$ cat config.mk
export PLATFORM = sky130hd
export DESIGN_NAME = pasa_top
export DESIGN_NICKNAME = d
export VERILOG_FILES = /design/src/pasa_pkg.sv /design/src/pasa_top.sv
export SDC_FILE = /design/constraint.sdc
export NUM_CORES = 1
export LEC_CHECK = 0
export BUFFER_PORTS_ARGS = -buffer_cell sky130_fd_sc_hd__buf_2
export CELL_PAD_IN_SITES_DETAIL_PLACEMENT = 0
export CELL_PAD_IN_SITES_GLOBAL_PLACEMENT = 1
export CORE_ASPECT_RATIO = 1.5
export CORE_MARGIN = 2
export CORE_UTILIZATION = 35
export DETAILED_ROUTE_END_ITERATION = 10
export PLACE_DENSITY = 0.71
export SKIP_LAST_GASP = 1
export SLEW_MARGIN = 20
export SYNTH_ARGS = -nofsm -noshare
export SYNTH_HDL_FRONTEND = slang
export SYNTH_SLANG_ARGS = --single-unit
$ cat constraint.sdc
create_clock -name clk -period 5.9 [get_ports clk]
set_clock_uncertainty 0.05 [all_clocks]
set_input_delay 0.59 -clock clk [delete_from_list [all_inputs] [get_ports clk]]
set_output_delay 0.59 -clock clk [all_outputs]
set_load 0.02 [all_outputs]
$ cat src/pasa_pkg.sv
// Package: register map, field positions, reset values and timing for the PWM sample assembler
package pasa_pkg;
    // Register indices as printed; byte address is four times the index
    localparam logic [3:0]  IDX_EXT_NIBBLE   = 4'h8;
    localparam logic [3:0]  IDX_PWM_CONTROL  = 4'h9;
    localparam logic [3:0]  IDX_MID_NIBBLE   = 4'hA;
    localparam logic [3:0]  IDX_UPPER_NIBBLE = 4'hB;
    localparam logic [3:0]  IDX_OPTIONS      = 4'h4;
    localparam logic [3:0]  IDX_IRQ_STATUS   = 4'h5;
    localparam logic [3:0]  IDX_IRQ_MASK     = 4'h6;
    localparam logic [3:0]  IDX_SAMPLE       = 4'h7;
    // Control fields
    localparam int          CTL_PWM_EN_BIT   = 0;
    localparam int          CTL_GIE_BIT      = 1;
    // Option fields
    localparam int          OPT_TEN_BIT      = 0;
    localparam int          OPT_TWELVE_BIT   = 1;
    // Interrupt status fields
    localparam int          IRQ_PERIOD_BIT   = 0;
    localparam int          IRQ_SAMPLE_BIT   = 1;
    // Reset values
    localparam logic [3:0]  RST_NIBBLE       = 4'h0;
    localparam logic [1:0]  RST_CONTROL      = 2'h0;
    localparam logic [1:0]  RST_OPTIONS      = 2'h0;
    localparam logic [1:0]  RST_IRQ          = 2'h0;
    // Counter width and idle level of the PWM pin
    localparam int          CNT_W            = 12;
    localparam logic        PWM_IDLE_LEVEL   = 1'b0;
    // Period tops and sign weights of the three resolutions
    localparam logic [CNT_W-1:0] TOP_RES_8   = 12'h0FF;
    localparam logic [CNT_W-1:0] TOP_RES_10  = 12'h3FF;
    localparam logic [CNT_W-1:0] TOP_RES_12  = 12'hFFF;
    localparam logic [CNT_W-1:0] SIGN_RES_8  = 12'h080;
    localparam logic [CNT_W-1:0] SIGN_RES_10 = 12'h200;
    localparam logic [CNT_W-1:0] SIGN_RES_12 = 12'h800;
    typedef enum logic [1:0] {
        PASA_RES_8,
        PASA_RES_10,
        PASA_RES_12
    } pasa_res_t;
endpackage

$ cat src/pasa_top.sv
// Module: APB-attached audio sample assembler with PWM output and interrupt
`timescale 1ns/1ps
// What this block does
// Eight-bit mode: middle nibble gives sample bits 3 to 0.
// Eight-bit mode: upper nibble gives sample bits 7 to 4.
// Ten-bit option set, twelve-bit clear selects ten-bit resolution.
// Twelve-bit option set always selects twelve-bit resolution.
// Ten-bit mode: extension nibble bits 1 to 0 give sample bits 1 to 0.
// Ten-bit mode: middle nibble gives sample bits 5 to 2.
// Ten-bit mode: upper nibble gives sample bits 9 to 6.
// Twelve-bit mode: extension nibble gives sample bits 3 to 0.
// Twelve-bit mode: middle nibble gives sample bits 7 to 4.
// Twelve-bit mode: upper nibble gives sample bits 11 to 8.
// Top bit of upper nibble is the sign, zero means positive.
// Control bit 0 turns the PWM output on or off.
// Control bit 1 is global interrupt enable; clear blocks interrupts.
// No option set means eight-bit mode, extension nibble ignored.
// PWM disabled holds output idle and stops the duty counter.
module pasa_top
    import pasa_pkg::*;
(
    input  wire logic        clk,         // System clock, 100 MHz
    input  wire logic        rst_b,       // Asynchronous reset, active low
    input  wire logic        psel,        // APB select
    input  wire logic        penable,     // APB enable
    input  wire logic        pwrite,      // APB direction
    input  wire logic [7:0]  paddr,       // APB byte address
    input  wire logic [31:0] pwdata,      // APB write data
    output logic      [31:0] prdata,      // APB read data
    output logic             pready,      // APB ready
    output logic             pslverr,     // APB error
    output logic             pwm_out,     // PWM pin to speaker
    output logic             sample_sign, // Sign of current sample
    output logic             irq          // Level interrupt
);

////////////////////////////////////////////////////////////////////////////////
    logic [3:0]        ext_q;
    logic [3:0]        mid_q;
    logic [3:0]        upper_q;
    logic [1:0]        ctl_q;
    logic [1:0]        opt_q;
    logic [1:0]        sts_q;
    logic [1:0]        mask_q;
    logic [CNT_W-1:0]  cnt_q;
    logic [CNT_W-1:0]  duty_q;
    logic              pwm_q;
    logic              sign_q;
    logic              irq_q;
    logic [31:0]       rdata_q;
    logic              ready_q;
    logic              err_q;
    logic              setup;
    logic              wr_en;
    logic [3:0]        idx;
    logic              hit;
    logic [CNT_W-1:0]  sample_d;
    logic [CNT_W-1:0]  top_d;
    logic              period_end;
    logic              pwm_en;
    logic              gie;
    logic [1:0]        sts_set;
    logic [1:0]        sts_clr;
    pasa_res_t         res;
    logic [1:0]        sts_d;
    logic              rd_en;
    logic              nib_rd;

    assign pwm_en = ctl_q[CTL_PWM_EN_BIT];
    assign gie    = ctl_q[CTL_GIE_BIT];

////////////////////////////////////////////////////////////////////////////////
    // APB slave: one wait-free access, answer in the access cycle after setup
    assign setup = psel & ~penable;
    assign idx   = paddr[5:2];
    assign hit   = (paddr[7:6] == 2'b00) && (paddr[1:0] == 2'b00) &&
                   ((idx == IDX_EXT_NIBBLE) || (idx == IDX_PWM_CONTROL) ||
                    (idx == IDX_MID_NIBBLE) || (idx == IDX_UPPER_NIBBLE) ||
                    (idx == IDX_OPTIONS) || (idx == IDX_IRQ_STATUS) ||
                    (idx == IDX_IRQ_MASK) || (idx == IDX_SAMPLE));
    assign wr_en = setup & pwrite & hit;
    // Read decode, watched by the read checks at the end
    // Writes land at the setup edge, so a read right after sees the new value
    assign rd_en  = setup & ~pwrite & hit;
    assign nib_rd = rd_en & ((idx == IDX_EXT_NIBBLE) || (idx == IDX_MID_NIBBLE) || (idx == IDX_UPPER_NIBBLE));

    always_ff @(posedge clk or negedge rst_b) begin
        if (!rst_b) begin
            ready_q <= 1'b0;
            err_q   <= 1'b0;
            rdata_q <= 32'h0000_0000;
        end else begin
            ready_q <= setup;
            err_q   <= setup & ~hit;
            rdata_q <= 32'h0000_0000;
            // Nibble registers are write-only and read as zero
            if (setup && !pwrite && hit) begin
                unique case (idx)
                    IDX_PWM_CONTROL: rdata_q <= {30'h0, ctl_q};
                    IDX_OPTIONS:     rdata_q <= {30'h0, opt_q};
                    IDX_IRQ_STATUS:  rdata_q <= {30'h0, sts_q};
                    IDX_IRQ_MASK:    rdata_q <= {30'h0, mask_q};
                    IDX_SAMPLE:      rdata_q <= {20'h0, duty_q};
                    default:         rdata_q <= 32'h0000_0000;
                endcase
            end
        end
    end

    always_ff @(posedge clk or negedge rst_b) begin
        if (!rst_b) begin
            ext_q   <= RST_NIBBLE;
            mid_q   <= RST_NIBBLE;
            upper_q <= RST_NIBBLE;
            ctl_q   <= RST_CONTROL;
            opt_q   <= RST_OPTIONS;
            mask_q  <= RST_IRQ;
        end else if (wr_en) begin
            unique case (idx)
                IDX_EXT_NIBBLE:   ext_q   <= pwdata[3:0];
                IDX_MID_NIBBLE:   mid_q   <= pwdata[3:0];
                IDX_UPPER_NIBBLE: upper_q <= pwdata[3:0];
                IDX_PWM_CONTROL:  ctl_q   <= pwdata[1:0];
                IDX_OPTIONS:      opt_q   <= pwdata[1:0];
                IDX_IRQ_MASK:     mask_q  <= pwdata[1:0];
                default:          ;
            endcase
        end
    end

////////////////////////////////////////////////////////////////////////////////
    // Resolution select and sample assembly
    always_comb begin
        if (opt_q[OPT_TWELVE_BIT]) begin
            res = PASA_RES_12;
        end else if (opt_q[OPT_TEN_BIT]) begin
            res = PASA_RES_10;
        end else begin
            res = PASA_RES_8;
        end
    end

    always_comb begin
        sample_d = '0;
        top_d    = '0;
        unique case (res)
            PASA_RES_8: begin
                sample_d = {4'h0, upper_q, mid_q};
                top_d    = TOP_RES_8;
            end
            PASA_RES_10: begin
                sample_d = {2'h0, upper_q, mid_q, ext_q[1:0]};
                top_d    = TOP_RES_10;
            end
            PASA_RES_12: begin
                sample_d = {upper_q, mid_q, ext_q};
                top_d    = TOP_RES_12;
            end
        endcase
    end

////////////////////////////////////////////////////////////////////////////////
    // Duty counter; the new sample is latched at each period boundary so a
    // half-written nibble set never shows mid-period
    // At or above top, so a smaller resolution chosen mid-run cannot strand the count
    assign period_end = (cnt_q >= top_d);

    always_ff @(posedge clk or negedge rst_b) begin
        if (!rst_b) begin
            cnt_q  <= '0;
            duty_q <= '0;
            pwm_q  <= PWM_IDLE_LEVEL;
            sign_q <= 1'b0;
        end else if (!pwm_en) begin
            cnt_q  <= '0;
            pwm_q  <= PWM_IDLE_LEVEL;
            duty_q <= sample_d;
            sign_q <= upper_q[3];
        end else begin
            cnt_q <= period_end ? '0 : cnt_q + 12'h001;
            if (period_end) begin
                duty_q <= sample_d;
                sign_q <= upper_q[3];
            end
            // Offset binary: sign bit zero gives the upper half of duty
            pwm_q <= (cnt_q < (duty_q ^ signflip(res)));
        end
    end

    function automatic logic [CNT_W-1:0] signflip(input pasa_res_t r);
        unique case (r)
            PASA_RES_8:  signflip = SIGN_RES_8;
            PASA_RES_10: signflip = SIGN_RES_10;
            PASA_RES_12: signflip = SIGN_RES_12;
            default:     signflip = SIGN_RES_12;
        endcase
    endfunction

////////////////////////////////////////////////////////////////////////////////
    // Interrupts: period end and non-zero sample taken; set wins over write-one clear,
    // so an event landing in the clearing cycle is never lost
    always_comb begin
        sts_set                 = 2'h0;
        sts_set[IRQ_PERIOD_BIT] = period_end & pwm_en;
        sts_set[IRQ_SAMPLE_BIT] = period_end & pwm_en & (|sample_d);
    end

    assign sts_clr = (wr_en && idx == IDX_IRQ_STATUS) ? pwdata[1:0] : 2'h0;

    // One sticky flag per event
    for (genvar i = 0; i < 2; i++) begin : g_sts
        assign sts_d[i] = (sts_q[i] & ~sts_clr[i]) | sts_set[i];
    end

    always_ff @(posedge clk or negedge rst_b) begin
        if (!rst_b) begin
            sts_q <= RST_IRQ;
            irq_q <= 1'b0;
        end else begin
            sts_q <= sts_d;
            // Registered so the pin comes from a flip-flop, at one cycle of lag
            irq_q <= gie & |(sts_q & mask_q);
        end
    end

    assign prdata      = rdata_q;
    assign pready      = ready_q;
    assign pslverr     = err_q;
    assign pwm_out     = pwm_q;
    assign sample_sign = sign_q;
    assign irq         = irq_q;

////////////////////////////////////////////////////////////////////////////////
    chk_idle_off: assert property (@(posedge clk) disable iff (!rst_b)
        !pwm_en |=> (pwm_out == PWM_IDLE_LEVEL) && (cnt_q == '0))
        else $error("PWM not idle while disabled");
    chk_irq_gate: assert property (@(posedge clk) disable iff (!rst_b)
        !gie |=> !irq) else $error("Interrupt with global enable clear");
    chk_res_twelve: assert property (@(posedge clk) disable iff (!rst_b)
        opt_q[OPT_TWELVE_BIT] |-> res == PASA_RES_12) else $error("Twelve bit not chosen");
    chk_res_ten: assert property (@(posedge clk) disable iff (!rst_b)
        opt_q == 2'b01 |-> res == PASA_RES_10) else $error("Ten bit not chosen");
    chk_eight_pack: assert property (@(posedge clk) disable iff (!rst_b)
        opt_q == 2'b00 |-> sample_d == {4'h0, upper_q, mid_q}) else $error("Eight bit packing wrong");
    chk_ten_pack: assert property (@(posedge clk) disable iff (!rst_b)
        res == PASA_RES_10 |-> sample_d[9:0] == {upper_q, mid_q, ext_q[1:0]} && sample_d[11:10] == 2'b00)
        else $error("Ten bit packing wrong");
    chk_twelve_pack: assert property (@(posedge clk) disable iff (!rst_b)
        res == PASA_RES_12 |-> sample_d == {upper_q, mid_q, ext_q}) else $error("Twelve bit packing wrong");
    chk_ctl_write: assert property (@(posedge clk) disable iff (!rst_b)
        wr_en && idx == IDX_PWM_CONTROL |=> ctl_q == $past(pwdata[1:0])) else $error("Control write lost");
    chk_sign_track: assert property (@(posedge clk) disable iff (!rst_b)
        !pwm_en |=> sample_sign == $past(upper_q[3])) else $error("Sign bit not tracked");
    chk_wait_free: assert property (@(posedge clk) disable iff (!rst_b)
        setup |=> pready) else $error("APB answer late");
    cov_ten_run: cover property (@(posedge clk) disable iff (!rst_b) res == PASA_RES_10 && period_end && pwm_en);
    cov_twelve_run: cover property (@(posedge clk) disable iff (!rst_b) res == PASA_RES_12 && period_end && pwm_en);
    cov_irq: cover property (@(posedge clk) disable iff (!rst_b) irq);
    cov_eight_run: cover property (@(posedge clk) disable iff (!rst_b) res == PASA_RES_8 && period_end && pwm_en);
    cov_set_on_clear: cover property (@(posedge clk) disable iff (!rst_b) (sts_set & sts_clr) != 2'h0);

    // Duty counter: wraps at the period top of the chosen resolution
    chk_period_wrap: assert property (@(posedge clk) disable iff (!rst_b)
        pwm_en && period_end |=> cnt_q == '0)
        else $error("Duty counter did not wrap");
    chk_count_step: assert property (@(posedge clk) disable iff (!rst_b)
        pwm_en && !period_end |=> cnt_q == $past(cnt_q) + 12'h001)
        else $error("Duty counter skipped a step");
    chk_top_eight: assert property (@(posedge clk) disable iff (!rst_b)
        res == PASA_RES_8 |-> top_d == TOP_RES_8)
        else $error("Eight bit period top wrong");
    chk_top_ten: assert property (@(posedge clk) disable iff (!rst_b)
        res == PASA_RES_10 |-> top_d == TOP_RES_10)
        else $error("Ten bit period top wrong");
    chk_top_twelve: assert property (@(posedge clk) disable iff (!rst_b)
        res == PASA_RES_12 |-> top_d == TOP_RES_12)
        else $error("Twelve bit period top wrong");
    chk_res_eight: assert property (@(posedge clk) disable iff (!rst_b)
        opt_q == 2'b00 |-> res == PASA_RES_8)
        else $error("Eight bit not chosen");

    // Sample and sign are taken together, at the period boundary only while PWM runs, every cycle while it is off
    chk_duty_latch: assert property (@(posedge clk) disable iff (!rst_b)
        pwm_en && period_end |=> duty_q == $past(sample_d))
        else $error("Sample not taken at period end");
    chk_duty_hold: assert property (@(posedge clk) disable iff (!rst_b)
        pwm_en && !period_end |=> $stable(duty_q))
        else $error("Sample changed inside a period");
    chk_sign_latch: assert property (@(posedge clk) disable iff (!rst_b)
        pwm_en && period_end |=> sample_sign == $past(upper_q[3]))
        else $error("Sign not taken at period end");
    chk_sign_hold: assert property (@(posedge clk) disable iff (!rst_b)
        pwm_en && !period_end |=> $stable(sample_sign))
        else $error("Sign changed inside a period");

    // Offset binary: a positive sample stays high over the lower half, a negative low above it
    chk_pos_half: assert property (@(posedge clk) disable iff (!rst_b)
        pwm_en && !sample_sign && (cnt_q < signflip(res)) |=> pwm_out)
        else $error("Positive sample low in lower half");
    chk_neg_half: assert property (@(posedge clk) disable iff (!rst_b)
        pwm_en && sample_sign && (cnt_q >= signflip(res)) |=> !pwm_out)
        else $error("Negative sample high in upper half");

    // Interrupt flags and level output
    chk_set_wins: assert property (@(posedge clk) disable iff (!rst_b)
        sts_set != 2'h0 |=> (sts_q & $past(sts_set)) == $past(sts_set))
        else $error("Event flag lost");
    chk_w1c_clear: assert property (@(posedge clk) disable iff (!rst_b)
        (sts_clr & ~sts_set) != 2'h0 |=> (sts_q & $past(sts_clr & ~sts_set)) == 2'h0)
        else $error("Flag not cleared by write one");
    chk_period_flag: assert property (@(posedge clk) disable iff (!rst_b)
        pwm_en && period_end |=> sts_q[IRQ_PERIOD_BIT])
        else $error("Period flag not set");
    chk_sample_flag: assert property (@(posedge clk) disable iff (!rst_b)
        pwm_en && period_end && (|sample_d) |=> sts_q[IRQ_SAMPLE_BIT])
        else $error("Sample flag not set");
    chk_irq_raise: assert property (@(posedge clk) disable iff (!rst_b)
        gie && (sts_q & mask_q) != 2'h0 |=> irq)
        else $error("Interrupt not raised");
    chk_irq_quiet: assert property (@(posedge clk) disable iff (!rst_b)
        (sts_q & mask_q) == 2'h0 |=> !irq)
        else $error("Interrupt without masked flag");

    // Register bus answers
    chk_ready_pulse: assert property (@(posedge clk) disable iff (!rst_b)
        pready |=> !pready)
        else $error("Ready longer than one cycle");
    chk_unmapped_err: assert property (@(posedge clk) disable iff (!rst_b)
        setup && !hit |=> pslverr && pready)
        else $error("Unmapped access not refused");
    chk_err_ready: assert property (@(posedge clk) disable iff (!rst_b)
        pslverr |-> pready)
        else $error("Error without ready");
    chk_err_no_write: assert property (@(posedge clk) disable iff (!rst_b)
        setup && pwrite && !hit |=> $stable(ctl_q) && $stable(opt_q) && $stable(mask_q))
        else $error("Refused write changed a register");
    chk_nibble_read: assert property (@(posedge clk) disable iff (!rst_b)
        nib_rd |=> prdata == 32'h0000_0000)
        else $error("Write-only nibble read not zero");
    chk_ctl_read: assert property (@(posedge clk) disable iff (!rst_b)
        rd_en && idx == IDX_PWM_CONTROL |=> prdata == {30'h0, $past(ctl_q)})
        else $error("Control readback wrong");
    chk_opt_read: assert property (@(posedge clk) disable iff (!rst_b)
        rd_en && idx == IDX_OPTIONS |=> prdata == {30'h0, $past(opt_q)})
        else $error("Options readback wrong");
    chk_mask_read: assert property (@(posedge clk) disable iff (!rst_b)
        rd_en && idx == IDX_IRQ_MASK |=> prdata == {30'h0, $past(mask_q)})
        else $error("Mask readback wrong");
    chk_status_read: assert property (@(posedge clk) disable iff (!rst_b)
        rd_en && idx == IDX_IRQ_STATUS |=> prdata == {30'h0, $past(sts_q)})
        else $error("Status readback wrong");
    chk_sample_read: assert property (@(posedge clk) disable iff (!rst_b)
        rd_en && idx == IDX_SAMPLE |=> prdata == {20'h0, $past(duty_q)})
        else $error("Sample readback wrong");
    chk_opt_write: assert property (@(posedge clk) disable iff (!rst_b)
        wr_en && idx == IDX_OPTIONS |=> opt_q == $past(pwdata[1:0]))
        else $error("Options write lost");
    chk_mask_write: assert property (@(posedge clk) disable iff (!rst_b)
        wr_en && idx == IDX_IRQ_MASK |=> mask_q == $past(pwdata[1:0]))
        else $error("Mask write lost");
    chk_upper_write: assert property (@(posedge clk) disable iff (!rst_b)
        wr_en && idx == IDX_UPPER_NIBBLE |=> upper_q == $past(pwdata[3:0]))
        else $error("Upper nibble write lost");
    chk_mid_write: assert property (@(posedge clk) disable iff (!rst_b)
        wr_en && idx == IDX_MID_NIBBLE |=> mid_q == $past(pwdata[3:0]))
        else $error("Middle nibble write lost");
    chk_ext_write: assert property (@(posedge clk) disable iff (!rst_b)
        wr_en && idx == IDX_EXT_NIBBLE |=> ext_q == $past(pwdata[3:0]))
        else $error("Extension nibble write lost");
endmodule

==> results of run 1 <==
sequential cells by signal (all words and copies together) (netlist names):
name         flops
mask_q           2
prdata          12
sample_sign      1
cnt_q           12
irq              1
pwm_out          1
ext_q            4
pslverr          1
ctl_q            2
duty_q          12
pready           1
mid_q            4
sts_q            2
opt_q            2
upper_q          4
power breakdown:
group / switching [W] / internal [W] / total, W
sequential: 0.00000241 / 0.000421 / 0.000424
clock: 0.000178 / 0.000347 / 0.000525
combinational: 0.0000331 / 0.0000117 / 0.0000448
routing by layer:
metal	global-route usage [%]	share of wire [%]	vias to the layer above
met5	0	0	-
met4	8.97	3.5	0
met2	24.3	52	51
li1	-	-	1090
met3	3.31	3.8	15
met1	15.5	41	1087
layout make-up:
type	count	area (um^2)
Clock buffer	12	256
Sequential cell	61	1530
Tap cell	112	140
Clock inverter	3	45.0
Fill cell	885	5420
Multi-Input combinational cell	220	1640
Timing Repair Buffer	34	173
Inverter	13	48.8
worst max-delay path, stage by stage, from the launching register on:
cell and delay (ns):
dfrtp_1 0.66, nor2_1 0.57, ha_1 0.35, a21oi_1 0.15, nor2b_1 0.07, o31ai_1 0.30, nand3b_2 0.56, mux2_2 0.48
metrics by stage:
step,area [um^2],power [W],worst slack [ns]
2_1_floorplan,3410,0.000464,3.61
3_3_place_gp,3530,0.000476,2.57
3_5_place_dp,3530,0.000476,2.51
4_1_cts,3830,0.00101,2.51
5_1_grt,3830,0.00103,2.25
6_report,3830,0.000994,2.58
cells by family after synthesis:
| kind of cell | share of synthesized area [%] |
|---|---|
| buffers and inverters | 7.16 |
| other | 0.112 |
| xor gates and xnor gates | 3.41 |
| AOI/OAI and AO/OA | 6.00 |
| and+or+nand+nor | 17.0 |
| DFF | 45.7 |
| adders and majority gates | 6.00 |
| muxes | 14.6 |
path summary, 6_finish.rpt:
check / from / cells past startpoint / end / slack, ns
worst max-delay path: opt_q[1]$_DFFE_PN0P_ / 7 / sample_sign$_DFFE_PN0P_ / 2.58
worst min-delay path: rst_b / 2 / prdata[11]$_DFF_PN0_ / 0.35
worst max register to register: opt_q[1]$_DFFE_PN0P_ / 7 / sample_sign$_DFFE_PN0P_ / 2.58
worst min register to register: duty_q[3]$_DFFE_PN0P_ / 1 / prdata[3]$_DFF_PN0_ / 0.42
max in group asynchronous: rst_b / 2 / duty_q[3]$_DFFE_PN0P_ / 4.91
min in group clk: duty_q[3]$_DFFE_PN0P_ / 1 / prdata[3]$_DFF_PN0_ / 0.42
cell usage in the layout, fill, tap and decap left out, types with 2 or more instances in the layout:
cell	instances
mux2i_1	16
a211o_1	2
conb_1	20
o31ai_1	2
xnor2_1	7
clkbuf_8	2
nand3_1	13
nor4_1	3
mux4_2	2
dfrtp_1	61
nand2_1	13
mux2_2	25
ha_1	16
nor2_1	28
nand4_1	5
a21oi_1	8
xor2_1	6
nand2b_1	2
o21ai_0	5
buf_2	33
nor2b_1	4
a22o_1	2
clkinvlp_4	2
a21o_1	3
a211oi_1	2
clkbuf_16	9
nor3_1	4
a22oi_1	3
and2_1	11
inv_1	13
==> results.sh, run 1 <==
export IMPL_ys_seq_area_share_pct=45.7
export IMPL_final_util_pct=41.4
export IMPL_gp_congestion=0.809
export IMPL_rows=43
export IMPL_synth_top_area_cell="dfrtp_1"
export IMPL_ctsHoldBuffers=0
export IMPL_maxClockFrequency_ghz=0.301
export IMPL_die_area_um2=10400
export IMPL_wl_per_cell_um=14.7
export IMPL_cp_arrival_ns=3.49
export IMPL_avgViaCountPerCell=4.93
export IMPL_yosys_warnings=0
export IMPL_timing_hold_ws_ns=0.354
export IMPL_htreeDepth=3
export IMPL_ys_top_cells_by_count="61 x dfrtp_1, 28 x nor2_1, 25 x mux2_2, 20 x buf_4"
export IMPL_clk_pin_slew_ns=0.05
export IMPL_grt_max_degree=62
export IMPL_tightest_slew_ns=0.779
export IMPL_slew_violations=0
export IMPL_instances_no_fill=455
export IMPL_post_synth_top_count_cell="dfrtp_1"
export IMPL_ir_drop_uv=146
export IMPL_tns_ns=0
export IMPL_power_density_nw_per_um2=259
export IMPL_drt_pass1_iter_count=5
export IMPL_fp_dieH_um=124
export IMPL_layout_min_cycle_time_ns=3.32
export IMPL_cts_inserted_buffers=9
export IMPL_post_cts_setup_buffers=0
export IMPL_grt_ovfl_total=0
export IMPL_synthFlopType="dfrtp_1"
export IMPL_max_cap_violations=0
export IMPL_syn_cell_area_um2=3340
export IMPL_status="complete, no violations"
export IMPL_syn_mean_instance_area_um2=11.1
export IMPL_clockBufferDepth=2
export IMPL_drt_iter0_drc=81
export IMPL_post_route_drc_count=0
export IMPL_cts_resized=0
export IMPL_track_usage_pct=14.1
export IMPL_totalWireLength_um=6680
export IMPL_synthArstFlopShare_pct=100
export IMPL_vias=2243
export IMPL_ioPinCount=82
export IMPL_crit_type="flop to flop"
export IMPL_die_w_um=83.7
export IMPL_area_delta_synth_final_pct=14.8
export IMPL_grt_pass1_wl_um=11100
export IMPL_grt_pass1_vias=2218
export IMPL_antenna_found_initial=0
export IMPL_synth_area_top_cells="dfrtp_1 46%, mux2_2 8.4%, ha_1 6.0%, mux2i_1 4.8%, buf_4 4.5%"
export IMPL_clk_latency_ns=0.33
export IMPL_fin_crit_sh_pct=56.3
export IMPL_num_antenna_cells=0
export IMPL_place_inst=440
export IMPL_synth_top_cell_area_share_pct=45.7
export IMPL_hold_viol=0
export IMPL_max_slew_margin_rel_pct=48.1
export IMPL_port_buffers=33
export IMPL_min_path_type="primary input to asynchronous set/reset pin"
export IMPL_root_buffer="clkbuf_16"
export IMPL_ys_ff_latch=61
export IMPL_crit_required_ns=6.07
export IMPL_final_setup_viol_count=0
export IMPL_rsz0062_at_grt="false"
export IMPL_syn_inst=301
export IMPL_worstPathMaxFanout=27
export IMPL_synth_edf_count=0
export IMPL_ant_nets=0
export IMPL_layout_drive_gt1_share_pct=25.4
export IMPL_cts_sinks=61
export IMPL_power_leakage_nw=1.87
export IMPL_start_util_pct=36.1
export IMPL_crit_path_start_kind="flop"
export IMPL_cts_tree="built"
export IMPL_core_um2=9250
export IMPL_critPathCaptureType="flop"
export IMPL_ys_types=48
export IMPL_nets=400
export IMPL_dp_hpwl_um=4960
No activity file was read; power rests on OpenSTA's default activity.
==> run 2, diff against run 1 <==
- clock period: 5.9 -> 3.39 ns (I/O delays scaled with it)
==> results.sh, run 2 (synthesis results as in run 1) <==
export IMPL_status="finished, violations left"
export IMPL_failed_checks="negative hold slack"
export IMPL_slew_violations=0
export IMPL_met1_usage_pct=16.3
export IMPL_antenna_found_initial=0
export IMPL_power_leakage_nw=1.91
export IMPL_die_area_um2=10400
export IMPL_fp_dieH_um=124
export IMPL_start_util_pct=36.1
export IMPL_cp_arrival_ns=2.65
export IMPL_cts_inserted_buffers=9
export IMPL_num_antenna_cells=0
export IMPL_worstPathMaxFanout=26
export IMPL_ioPinCount=82
export IMPL_hold_viol=7
export IMPL_mostFrequentLayoutCell="dfrtp_1"
export IMPL_fin_crit_sh_pct=73.5
export IMPL_max_cap_violations=0
export IMPL_cts_tree="built"
export IMPL_top_usage_layer="met2"
export IMPL_tns_ns=0
export IMPL_crit_required_ns=3.55
export IMPL_grt_ovfl_total=0
export IMPL_vias=2255
export IMPL_grt_use_met3_pct=3.38
export IMPL_placed_area_um2=3560
export IMPL_final_setup_worst_slack_ns=0.898
export IMPL_maxClockFrequency_ghz=0.401
export IMPL_totalPowerFinal_w=0.00185
export IMPL_dp_slack_ns=0.921
export IMPL_track_usage_pct=14.3
export IMPL_grt_max_degree=51
export IMPL_finalInstanceArea_um2=3900
export IMPL_min_path_type="primary input to asynchronous set/reset pin"
export IMPL_root_buffer="clkbuf_16"
export IMPL_nets=404
export IMPL_post_route_drc_count=0
export IMPL_timing_hold_ws_ns=-0.00819
export IMPL_clk_pin_slew_ns=0.05
export IMPL_layout_drive_gt1_share_pct=26.7
export IMPL_tightest_slew_ns=0.652
export IMPL_ant_nets=0
export IMPL_crit_type="flop to flop"
export IMPL_wl_per_cell_um=14.6
export IMPL_rsz0062_at_grt="false"
export IMPL_avgViaCountPerCell=4.90
export IMPL_gp_congestion=0.825
export IMPL_post_cts_setup_buffers=0
export IMPL_ctsHoldBuffers=0
export IMPL_port_buffers=33
export IMPL_core_um2=9250
export IMPL_drt_iter0_drc=98
export IMPL_drt_pass1_iter_count=4
export IMPL_clk_latency_ns=0.33
export IMPL_htreeDepth=3
export IMPL_layout_common_cells="61 x dfrtp_1, 32 x buf_2, 28 x nor2_1"
export IMPL_n_fill_cell=913
export IMPL_cts_sinks=61
export IMPL_area_delta_synth_final_pct=16.9
export IMPL_grtUsageMet2_pct=25.2
export IMPL_critPathCaptureType="flop"
export IMPL_ir_drop_uv=354
export IMPL_rows=43
export IMPL_power_density_nw_per_um2=474
export IMPL_dp_hpwl_um=5000
export IMPL_cts_resized=0
export IMPL_totalWireLength_um=6710
export IMPL_grt_pass1_vias=2286
export IMPL_grt_pass1_wl_um=11400
export IMPL_max_slew_margin_rel_pct=56.5
export IMPL_crit_path_start_kind="flop"
export IMPL_die_w_um=83.7
export IMPL_final_setup_viol_count=0
export IMPL_clockBufferDepth=2
export IMPL_layout_min_cycle_time_ns=2.49
-- run 2: cell count changes in the layout (fill, tap and decap cells not counted), sizes merged --
| cell | delta |
|---|---|
| bufinv | +2 |
| clkinvlp | -2 |
| buf | +4 |
| clkbuf | -3 |
| clkinv | +4 |
-- run 2: layout make-up --
cell class	count	area, um^2	share of cell area (%)
flip-flops and latches	61	1530	39.1
clock inverters	7	114	2.92
multi-input cells	220	1640	42.1
inverters	13	48.8	1.25
well taps	112	140	3.59
repair buffers	38	205	5.26
clock buffers	9	225	5.77
-- run 2: power breakdown --
group / internal [W] / total, W / switching [W] / leakage, nW
sequential: 0.000733 / 0.000736 / 0.00000307 / 0.850
combinational: 0.0000212 / 0.0000805 / 0.0000593 / 0.896
clock: 0.000714 / 0.00103 / 0.000321 / 0.169
-- run 2: critical path, cell delays in order, from the launching register on --
cell and delay [ns]:
dfrtp_1 0.34, buf_4 0.27, inv_1 0.14, ha_1 0.33, nor2b_1 0.14, o31ai_1 0.28, nand3b_2 0.40, mux2_2 0.41
-- run 2: worst paths after layout --
path                                       start               endpoint  slack [ns]  cells after the start
max reg2reg                 opt_q[1]$_DFFE_PN0P_  duty_q[8]$_DFFE_PN0P_        0.90                      7
max in group asynchronous                  rst_b     cnt_q[4]$_DFF_PN0_        2.66                      2
max                         opt_q[1]$_DFFE_PN0P_  duty_q[8]$_DFFE_PN0P_        0.90                      7
min reg2reg                duty_q[3]$_DFFE_PN0P_    prdata[3]$_DFF_PN0_        0.43                      1
min                                        rst_b  duty_q[9]$_DFFE_PN0P_      -0.008                      1
min in group clk                            psel       pready$_DFF_PN0_        0.21                      3
-- run 2: through the flow --
stage	std cells	utilization (%)
after CTS	460	42.2
after detailed placement	444	38.5
after floorplan	320	-
after global routing	460	42.2
after global placement	444	38.5
final	460	42.2
-- run 2: metal layers --
layer	vias to the layer above	share of wire [%]
li1	1099	-
met1	1082	41
met2	63	53
met3	11	4.2
met4	0	2.1
met5	-	0
